`src/prfc_consts.svh`:
```
`ifndef PRFC_CONSTS_SVH
`define PRFC_CONSTS_SVH

// register indices (byte bus, printed offsets kept as they are)
`define PRFC_ADDR_FREQ_CTRL 8'h21
`define PRFC_ADDR_ENABLE 8'h20
`define PRFC_ADDR_IRQ_STATUS 8'h30
`define PRFC_ADDR_IRQ_MASK 8'h31
`define PRFC_ADDR_ACTIVE 8'h32

// field positions in the frequency control register
`define PRFC_INTERVAL_MSB 7
`define PRFC_INTERVAL_LSB 4
`define PRFC_HALF_BIT 3
`define PRFC_PRESCALE_MSB 2
`define PRFC_PRESCALE_LSB 1
`define PRFC_FLAG_BIT 0

// field positions in the enable register
`define PRFC_LOAD_OKAY_BIT 1
`define PRFC_RIE_BIT 0

// reset values
`define PRFC_INTERVAL_RST 4'h0
`define PRFC_PRESCALE_RST 2'h0
`define PRFC_MASK_RST 1'h0

`endif

```
`src/prfc_pkg.sv`:
```
package prfc_pkg;

  typedef enum logic [1:0] {
    PRFC_CLR_IDLE = 2'b00,
    PRFC_CLR_ARMED = 2'b01
  } prfc_clr_state_t;

endpackage

```
`src/prfc_interval_counter.sv`:
```
`timescale 1ns/1ps
`default_nettype none
`include "prfc_consts.svh"

module prfc_interval_counter (
  // clock and reset
  input wire logic clk,
  input wire logic rst_n,
  input wire logic clk_en,
  // opportunities and interval
  input wire logic opportunity,
  input wire logic [3:0] interval,
  // reload decision
  output logic reload
);

  logic [3:0] count_q;
  logic [3:0] count_d;
  logic hit;

  // reload on opportunity number interval+1
  assign hit = opportunity && (count_q >= interval);
  assign reload = hit;
  assign count_d = hit ? 4'h0 : (opportunity ? count_q + 4'h1 : count_q);

  always_ff @(posedge clk or negedge rst_n) begin
    if (!rst_n) begin
      count_q <= 4'h0;
    end else if (clk_en) begin
      count_q <= count_d;
    end
  end

endmodule // prfc_interval_counter
`default_nettype wire

```
`src/prfc_reload_ctrl.sv`:
```
// The plain strobed port was decided locally.
`timescale 1ns/1ps
`default_nettype none
`include "prfc_consts.svh"


module prfc_reload_ctrl (
  // clock and reset
  input wire logic clk,
  input wire logic rst_n,
  input wire logic clk_en,
  // register port
  input wire logic [7:0] addr,
  input wire logic [7:0] wdata,
  input wire logic wr_en,
  input wire logic rd_en,
  output logic [7:0] rdata,
  // pwm counter events
  input wire logic cycle_start,
  input wire logic half_cycle,
  input wire logic center_aligned,
  // active settings
  output logic [3:0] interval_active,
  output logic [1:0] prescale_active,
  output logic half_active,
  output logic reload_pulse,
  output logic load_okay,
  // interrupts
  output logic reload_irq,
  output logic irq
);

  logic [3:0] interval_buf_q;
  logic [1:0] prescale_buf_q;
  logic half_q;
  logic [3:0] interval_act_q;
  logic [1:0] prescale_act_q;
  logic flag_q;
  logic load_okay_q;
  logic rie_q;
  logic reload_pulse_q;
  logic reload_irq_q;
  logic irq_q;
  logic sts_q;
  logic mask_q;
  logic [7:0] rdata_q;
  prfc_pkg::prfc_clr_state_t clr_q;
  prfc_pkg::prfc_clr_state_t clr_d;

  // decode
  logic sel_fq;
  logic sel_en;
  logic sel_sts;
  logic sel_msk;
  logic sel_act;
  logic wr_fq;
  logic rd_fq;
  logic opportunity;
  logic reload;
  logic flag_set;
  logic flag_clr;
  logic [7:0] fq_read;
  logic [7:0] rd_mux;

  assign sel_fq = addr == `PRFC_ADDR_FREQ_CTRL;
  assign sel_en = addr == `PRFC_ADDR_ENABLE;
  assign sel_sts = addr == `PRFC_ADDR_IRQ_STATUS;
  assign sel_msk = addr == `PRFC_ADDR_IRQ_MASK;
  assign sel_act = addr == `PRFC_ADDR_ACTIVE;
  assign wr_fq = wr_en && sel_fq;
  assign rd_fq = rd_en && sel_fq;

  // half-cycle points only count in center-aligned mode
  assign opportunity = cycle_start ||
    (half_q && center_aligned && half_cycle);

  prfc_interval_counter u_cnt (
    .clk(clk),
    .rst_n(rst_n),
    .clk_en(clk_en),
    .opportunity(opportunity),
    .interval(interval_act_q),
    .reload(reload)
  );

  assign flag_set = reload;
  // clear only from the armed state and never against a reload
  assign flag_clr = wr_fq && wdata[`PRFC_FLAG_BIT] &&
    (clr_q == prfc_pkg::PRFC_CLR_ARMED) && !flag_set;

  always_comb begin
    clr_d = clr_q;
    unique case (clr_q)
      prfc_pkg::PRFC_CLR_IDLE: begin
        if (rd_fq && flag_q && !flag_set) clr_d = prfc_pkg::PRFC_CLR_ARMED;
      end
      prfc_pkg::PRFC_CLR_ARMED: begin
        if (flag_set || wr_fq) clr_d = prfc_pkg::PRFC_CLR_IDLE;
      end
      default: clr_d = prfc_pkg::PRFC_CLR_IDLE;
    endcase
  end

  // buffered values are what software reads back
  assign fq_read = {interval_buf_q, half_q, prescale_buf_q, flag_q};
  assign rd_mux = sel_fq ? fq_read :
    sel_en ? {6'h00, load_okay_q, rie_q} :
    sel_sts ? {7'h00, sts_q} :
    sel_msk ? {7'h00, mask_q} :
    sel_act ? {interval_act_q, half_q, prescale_act_q, 1'b0} : 8'h00;

  always_ff @(posedge clk or negedge rst_n) begin
    if (!rst_n) begin
      clr_q <= prfc_pkg::PRFC_CLR_IDLE;
      interval_buf_q <= `PRFC_INTERVAL_RST;
      prescale_buf_q <= `PRFC_PRESCALE_RST;
      half_q <= 1'b0;
      rdata_q <= 8'h00;
    end else if (clk_en) begin
      clr_q <= clr_d;
      rdata_q <= rd_en ? rd_mux : 8'h00;
      if (wr_fq) begin
        interval_buf_q <= wdata[`PRFC_INTERVAL_MSB:`PRFC_INTERVAL_LSB];
        half_q <= wdata[`PRFC_HALF_BIT];
        prescale_buf_q <= wdata[`PRFC_PRESCALE_MSB:`PRFC_PRESCALE_LSB];
      end
    end
  end

  // active copies
  always_ff @(posedge clk or negedge rst_n) begin
    if (!rst_n) begin
      interval_act_q <= `PRFC_INTERVAL_RST;
      prescale_act_q <= `PRFC_PRESCALE_RST;
    end else if (clk_en) begin
      if (reload) interval_act_q <= interval_buf_q;
      if (cycle_start && load_okay_q) prescale_act_q <= prescale_buf_q;
    end
  end

  // flag, load-okay, enable; flag set beats clear, load-okay clear on reload beats a write
  always_ff @(posedge clk or negedge rst_n) begin
    if (!rst_n) begin
      flag_q <= 1'b0;
      load_okay_q <= 1'b0;
      rie_q <= 1'b0;
    end else if (clk_en) begin
      if (flag_set) flag_q <= 1'b1;
      else if (flag_clr) flag_q <= 1'b0;
      if (reload && load_okay_q) load_okay_q <= 1'b0;
      else if (wr_en && sel_en) load_okay_q <= wdata[`PRFC_LOAD_OKAY_BIT];
      if (wr_en && sel_en) rie_q <= wdata[`PRFC_RIE_BIT];
    end
  end

  // status bit cleared by reading it
  always_ff @(posedge clk or negedge rst_n) begin
    if (!rst_n) begin
      sts_q <= 1'b0;
      mask_q <= `PRFC_MASK_RST;
      reload_pulse_q <= 1'b0;
      reload_irq_q <= 1'b0;
      irq_q <= 1'b0;
    end else if (clk_en) begin
      if (reload) sts_q <= 1'b1;
      else if (rd_en && sel_sts) sts_q <= 1'b0;
      if (wr_en && sel_msk) mask_q <= wdata[0];
      reload_pulse_q <= reload;
      reload_irq_q <= (flag_q || flag_set) && !flag_clr && rie_q;
      irq_q <= (sts_q || reload) && mask_q;
    end
  end

  assign rdata = rdata_q;
  assign interval_active = interval_act_q;
  assign prescale_active = prescale_act_q;
  assign half_active = half_q;
  assign reload_pulse = reload_pulse_q;
  assign load_okay = load_okay_q;
  assign reload_irq = reload_irq_q;
  assign irq = irq_q;

  // checks
  property p_flag_set;
    @(posedge clk) disable iff (!rst_n)
      clk_en && reload |=> flag_q;
  endproperty
  a_flag_set: assert property (p_flag_set) else $error("flag not set");

  property p_no_clear_unarmed;
    @(posedge clk) disable iff (!rst_n)
      clk_en && flag_q && clr_q == prfc_pkg::PRFC_CLR_IDLE |=> flag_q;
  endproperty
  a_no_clear_unarmed: assert property (p_no_clear_unarmed)
    else $error("bad clear");

  property p_reload_beats;
    @(posedge clk) disable iff (!rst_n)
      clk_en && reload && wr_fq && wdata[0] |=> flag_q;
  endproperty
  a_reload_beats: assert property (p_reload_beats)
    else $error("clear won");

  // request follows the flag, one cycle behind a change of the enable
  property p_irq;
    @(posedge clk) disable iff (!rst_n)
      clk_en |=> reload_irq == (flag_q && $past(rie_q));
  endproperty
  a_irq: assert property (p_irq) else $error("irq mismatch");

  property p_irq_drop;
    @(posedge clk) disable iff (!rst_n)
      clk_en && flag_clr |=> !reload_irq;
  endproperty
  a_irq_drop: assert property (p_irq_drop) else $error("irq stuck");

  property p_interval_load;
    @(posedge clk) disable iff (!rst_n)
      clk_en && reload |=> interval_act_q == $past(interval_buf_q);
  endproperty
  a_interval_load: assert property (p_interval_load)
    else $error("interval");

  property p_prescale_hold;
    @(posedge clk) disable iff (!rst_n)
      clk_en && !load_okay_q |=> $stable(prescale_act_q);
  endproperty
  a_prescale_hold: assert property (p_prescale_hold)
    else $error("prescale");

  property p_ldok_clear;
    @(posedge clk) disable iff (!rst_n)
      clk_en && reload && load_okay_q |=> !load_okay_q;
  endproperty
  a_ldok_clear: assert property (p_ldok_clear) else $error("ldok");

  property p_readback;
    @(posedge clk) disable iff (!rst_n)
      clk_en && rd_fq |=> rdata[7:4] == $past(interval_buf_q);
  endproperty
  a_readback: assert property (p_readback) else $error("readback");

  property p_every_opportunity;
    @(posedge clk) disable iff (!rst_n)
      opportunity && interval_act_q == 4'h0 |-> reload;
  endproperty
  a_every_opportunity: assert property (p_every_opportunity)
    else $error("no reload");

  property p_half_gate;
    @(posedge clk) disable iff (!rst_n)
      !cycle_start && !(half_q && center_aligned) |-> !reload;
  endproperty
  a_half_gate: assert property (p_half_gate)
    else $error("stray reload");

  property p_interval_hold;
    @(posedge clk) disable iff (!rst_n)
      clk_en && !reload |=> $stable(interval_act_q);
  endproperty
  a_interval_hold: assert property (p_interval_hold)
    else $error("interval early");

  property p_prescale_load;
    @(posedge clk) disable iff (!rst_n)
      clk_en && cycle_start && load_okay_q |=>
        prescale_act_q == $past(prescale_buf_q);
  endproperty
  a_prescale_load: assert property (p_prescale_load)
    else $error("prescale not loaded");

  property p_prescale_readback;
    @(posedge clk) disable iff (!rst_n)
      clk_en && rd_fq |=> rdata[2:1] == $past(prescale_buf_q);
  endproperty
  a_prescale_readback: assert property (p_prescale_readback)
    else $error("prescale readback");

  property p_flag_cleared;
    @(posedge clk) disable iff (!rst_n)
      clk_en && flag_clr |=> !flag_q;
  endproperty
  a_flag_cleared: assert property (p_flag_cleared)
    else $error("flag kept");

  c_reload: cover property (@(posedge clk) disable iff (!rst_n) reload);
  c_clear: cover property (@(posedge clk) disable iff (!rst_n) flag_clr);
  c_cancel: cover property (@(posedge clk) disable iff (!rst_n)
    clr_q == prfc_pkg::PRFC_CLR_ARMED && reload);
  c_half: cover property (@(posedge clk) disable iff (!rst_n)
    reload && !cycle_start);
  c_prescale: cover property (@(posedge clk) disable iff (!rst_n)
    clk_en && cycle_start && load_okay_q);

endmodule // prfc_reload_ctrl
`default_nettype wire

```
`config.mk`:
```
export PLATFORM = sky130hd
export DESIGN_NAME = prfc_reload_ctrl
export DESIGN_NICKNAME = d
export VERILOG_FILES = /design/src/prfc_pkg.sv /design/src/prfc_interval_counter.sv /design/src/prfc_reload_ctrl.sv
export VERILOG_INCLUDE_DIRS = /design/src
export SDC_FILE = /design/constraint.sdc
export NUM_CORES = 1
export LEC_CHECK = 0
export BUFFER_PORTS_ARGS = -buffer_cell sky130_fd_sc_hd__buf_2
export CAP_MARGIN = 20
export CORE_UTILIZATION = 40
export CTS_CLUSTER_DIAMETER = 80
export DETAILED_ROUTE_END_ITERATION = 6
export GPL_TIMING_DRIVEN = 0
export PLACE_DENSITY = 0.74
export SYNTH_ARGS = -nofsm -noshare
export SYNTH_HDL_FRONTEND = slang
export SYNTH_SLANG_ARGS = --single-unit
```
`constraint.sdc`:
```
create_clock -name clk -period 1.9 [get_ports clk]
set_input_delay 0.38 -clock clk [delete_from_list [all_inputs] [get_ports clk]]
set_output_delay 0.38 -clock clk [all_outputs]
set_load 0.01 [all_outputs]
```
Yosys cells after proc, flatten, opt, wreduce, memory -nomap -nowiden:

Cells that the tools add are included.

* add/sub/neg operators: 1
* $lt $le $gt $ge: 1
* eq/ne operators: 8
* mux-type cells: 17
* reduce and logical (&&, ||, !) cells: 39

Operator list (count)
* 8-bit 2-to-1 mux: 6
* 8-bit by 6-bit equality test with 1-bit output (second input constant): 5
* 1-bit logical AND: 18
* 2-bit AND reduction: 9
* 4-bit 2-to-1 mux: 2
* 2-bit nonzero test: 4
* 1-bit 2-to-1 mux: 6
* 4-bit by 1-bit adder with 4-bit output (second input constant): 1
* 4-bit >= comparator: 1
* 1-bit logical OR: 4
* 2-bit 2-to-1 mux: 2
* 2-bit one-hot mux with 2 select lines: 1
* 3-bit AND reduction: 1
* 2-bit by 1-bit equality test with 1-bit output (second input constant): 1
* 1-bit zero test: 2
* 2-bit zero test: 1
* 2-bit by 1-bit != test with 1-bit output (second input constant): 1
* 2-bit != test (second input constant): 1

* flip-flop bits (word level): 35
* bits of input ports: 24
* output and inout bits: 19
* word-level logic and storage cells: 82

Logic depth before layout (Yosys ltp):

* depth in word-level cells: 9
* gate-level depth with buffers: 7
* mapped depth without buffers: 6

Hierarchy:

Synthesis repeated with hierarchy kept, for this count alone.

* cell total of the unflattened synthesis: 155
* area, all modules: 1732.9 um^2

By module, submodules not included
* prfc_reload_ctrl: instances 1, cells each 123, area an instance 1430.1 um^2, seq. area each 750.7 um^2
* prfc_interval_counter: instances 1, cells each 32, area an instance 302.8 um^2, seq. area each 100.1 um^2

Least setup slack after synthesis:

Ideal clock, no wire load.

* path kind: reg2reg
* from: reg interval_act_q[1] (netlist: interval_active[1])
* to: reg interval_act_q[0] (netlist: interval_active[0])
* library setup time: 0.125 ns
* data arrival time: 1.749 ns
* data required time: 1.775 ns
* path slack: 0.027 ns
* stages on the path, launching flop included: 8
* path buffers: 1
* clock period less this slack: 1.873 ns
* cells stage by stage: dfrtp_1 -> inv_1 -> ha_1 -> inv_1 -> o21a_1 -> nor3_1 -> clkbuf_8 -> mux2_2

* cells in the longest elaborated chain, start to end: 3

RTL lines
* start: declaration: line prfc_reload_ctrl.sv:36 `logic [3:0] interval_act_q;`
* start signal: assignment: line prfc_reload_ctrl.sv:133 `` interval_act_q <= `PRFC_INTERVAL_RST; ``
* start signal: assignment: line prfc_reload_ctrl.sv:136 `if (reload) interval_act_q <= interval_buf_q;`
* 4-bit >= comparator: line prfc_interval_counter.sv:22 `assign hit = opportunity && (count_q >= interval);`
* 1-bit logical AND: line prfc_interval_counter.sv:22
* 2-bit AND reduction (no source line)

No other way between the ends.
A chain may end at the register's enable or synchronous reset.

Worst setup path in the final report:

* from: reg u_cnt.count_q[0]
* to: reg interval_act_q[0] (netlist: interval_active[0])

* cells in the longest elaborated chain, start to end: 3

RTL lines
* start: declaration: line prfc_interval_counter.sv:17 `logic [3:0] count_q;`
* start signal: assignment: line prfc_interval_counter.sv:30 `count_q <= count_d;`
* 4-bit >= comparator: line prfc_interval_counter.sv:22
* 1-bit logical AND: line prfc_interval_counter.sv:22
* 2-bit AND reduction (no source line)

No other way between the ends.

==> metrics.cfg <==
[yosys]
synth.area.top_cells = dfrtp_1 (50%), mux2_2 (10%), ha_1 (3.7%), o2bb2ai_1 (3.1%), buf_6 (2.7%)
synth-seq-cells = 34
avgSynthCellArea_sq_um = 11.5
synth_edf_count = 0
postSynthNetCount = 176
syn-cell-area_sq_um = 1700
synthArstFlopShare_pct = 100
seq_area_frac_synth_pct = 50.1
synth_cell_type_count = 42
syn_inst = 147
synth_common_cells = dfrtp_1 (34), mux2_2 (15), inv_1 (7), nand2_1 (7), nand3_1 (7)
synth-main-ff-cell = dfrtp_1
synth_compound_area_share_pct = 14.2
yosys.area.top_type = dfrtp_1
yosysWarnings = 0
synth_simple_gate_area_share_pct = 13.7
synth_top_family_by_area = compound AO/OA/AOI/OAI gates
yosysMostFrequentCell = dfrtp_1
synth_top_cell_area_share_pct = 50.1
synthXorXnorAreaFrac_pct = 1.03
synthAdderAreaFrac_pct = 3.69
synthMuxAreaShare_pct = 11.7

[sta]
period_share_pct = 101
slew_headroom_pct = 50.9
setup_violations = 2
maxSlewViolCount = 0
layout_setup_ws_ps = -24.3
whs_ps = 147
fin_skew_ps = 8.40
fin_tns_setup_ps = -43.8
rsz0062_at_grt = yes
hold_viol = 0
max_clock_freq_ghz = 0.520
worstMarginPinSlew_ps = 737
period_minus_slack_ps = 1920

[drt]
avgRoutedWirePerCell_um = 14.5
antenna_left = 0
wl_met2_um = 1690
dr.pass1.iters = 4
vias = 1302
dr_wl_met3_um = 189
vias_per_cell = 5.25
drt_iter0_drc = 21
dr.max_layer_used = met4
drc = 0
routed_wl_um = 3610
m1WireLength_um = 1710

[global_route]
track_usage_pct = 18.1
grt_pass1_wl_um = 5920
grt_max_degree = 35
antenna_found_initial = 0
overflow = 0
first_global_vias = 1234

[setup_path]
slowest_delay_ps = 400
worstPathCellList = inv_2, ha_4, nor2b_1, o21a_1, nor3_2, clkbuf_8, mux2_2
worstSetupPathType = register to register
crit_path_max_fanout = 5
worstSetupEndpointType = register
crit_buf_inv = 2
critPathTopFamily = flip-flops
critPathArrivalTime_ps = 2100
slowest_stage = dfrtp_1
start_kind = register
critPathRequiredTime_ps = 2080

[hold_path]
min_path_type = input port to async pin

[cells_and_area]
diodes = 0
synthToLayoutAreaGrowth_pct = 24.5
layout-drive-gt1-share_pct = 40.4
final.fill_count = 362
stdcell_count = 248
stdcell_area_sq_um = 2110
utilization_pct = 52.4
final_net_count = 226

[placed_design]
globalplace.congestion = 0.807
dp.cells = 235
portBuffers = 38
post-dp-hpwl_um = 2520
placed_cell_area_sq_um = 1950
pre_cts_ws_ps = -136

[clocking]
htree_levels = 2
cts.hold.buffers_added = 0
ctsRootBufferMaster = clkbuf_8
cts_tree = yes
clock_path_buffers = 2
clk_pin_slew_ps = 70
cts_sinks = 34
clk_latency_ps = 290
cts_buffers = 5

[run_status]
violations = setup timing
status = finished, violations left

[power]
finalPower_mw = 1.46
leakagePower_nw = 1.08
ir_worst_vdd_mv = 0.486
p_per_area_nw_per_um2 = 690

[floorplan]
start_util_pct = 42.1
ios = 43
die_w_um = 67.1
placeableCoreArea_sq_um = 4030
rows = 23
die_h_um = 67.1
die_area_sq_um = 4510

[run]
maxCapViolations = 0

==> final cells by class <==
type / instances / area, sq um / share of cell area (%)
Sequential cell: 34 / 851 / 40.3
Multi-Input combinational cell: 99 / 786 / 37.2
Timing Repair Buffer: 43 / 228 / 10.8
Clock buffer: 7 / 86.3 / 4.09
Buffer: 7 / 67.6 / 3.20
Tap cell: 50 / 62.6 / 2.96
Inverter: 7 / 26.3 / 1.24
Clock inverter: 1 / 5.00 / 0.237
==> flip-flops by register name (all words and copies together) (netlist names), 2 cells and up <==
signal / cells
u_cnt.count_q: 4
prescale_active: 2
rdata: 8
prescale_buf_q: 2
interval_active: 4
interval_buf_q: 4
==> power breakdown <==
| part | switching, mW | internal (mW) | total (mW) |
|---|---|---|---|
| sequential | 0.0143 | 0.740 | 0.754 |
| combinational | 0.0796 | 0.0736 | 0.153 |
| clock | 0.258 | 0.292 | 0.550 |
==> metal layers <==
metal  vias to the layer above  global-route usage, %
li1                        640                      -
met1                       624                   24.7
met2                        36                   26.6
met3                         2                   5.31
met4                         0                   7.18
met5                         -                      0
==> cells by family after synthesis <==
family / count (synthesis)
AND/OR/NAND/NOR: 41
XOR/XNOR: 2
buffers and inverters: 14
AO/OA/AOI/OAI: 33
flip-flops: 34
multiplexers: 18
adder cells (fa/ha/maj): 5
==> cells in the final DEF, fill, tap and decap left out, types with 2 or more instances in the layout <==
master     synthesis  layout
buf_2              0      38
dfrtp_1           34      34
mux2_2            15      14
nand2_1            7       7
nand3_1            7       7
clkbuf_8           1       7
inv_1              7       6
o2bb2ai_1          6       6
o21ai_0            6       5
a21o_1             5       5
buf_4              0       5
buf_6              4       4
nor3_1             6       4
ha_1               5       4
nor3_2             1       3
nor2_1             3       3
a22o_1             3       3
mux2i_1            3       3
a21oi_1            3       3
clkbuf_1           1       2
nor2b_1            3       2
o21a_1             2       2
and3_1             2       2
xor2_1             2       2
a22oi_1            2       2
==> what timing repair did <==
action,CTS,global route
buffers inserted,1,4
gates resized for setup,1,7
pin swaps,1,2
endpoints found under the setup margin,3,8
==> final timing paths <==
path,startpoint,to,slack [ps],depth (start not counted)
max,u_cnt.count_q[0]$_DFFE_PN0P_,interval_active[0]$_DFFE_PN0P_,-20,7
min,rst_n,u_cnt.count_q[1]$_DFFE_PN0P_,150,1
min in group clk,wdata[4],interval_buf_q[0]$_DFFE_PN0P_,310,2
max reg2reg,u_cnt.count_q[0]$_DFFE_PN0P_,interval_active[0]$_DFFE_PN0P_,-20,7
min reg2reg,reload_pulse$_DFFE_PN0P_,reload_pulse$_DFFE_PN0P_,480,1
max in group asynchronous,rst_n,half_active$_DFFE_PN0P_,1280,1
==> worst register-to-register path: stages (launching register included) <==
cell and delay [ps]:
dfrtp_1 400, inv_2 80, ha_4 260, nor2b_1 50
o21a_1 210, nor3_2 270, clkbuf_8 220, mux2_2 330
(Power assumes the default switching activity.)
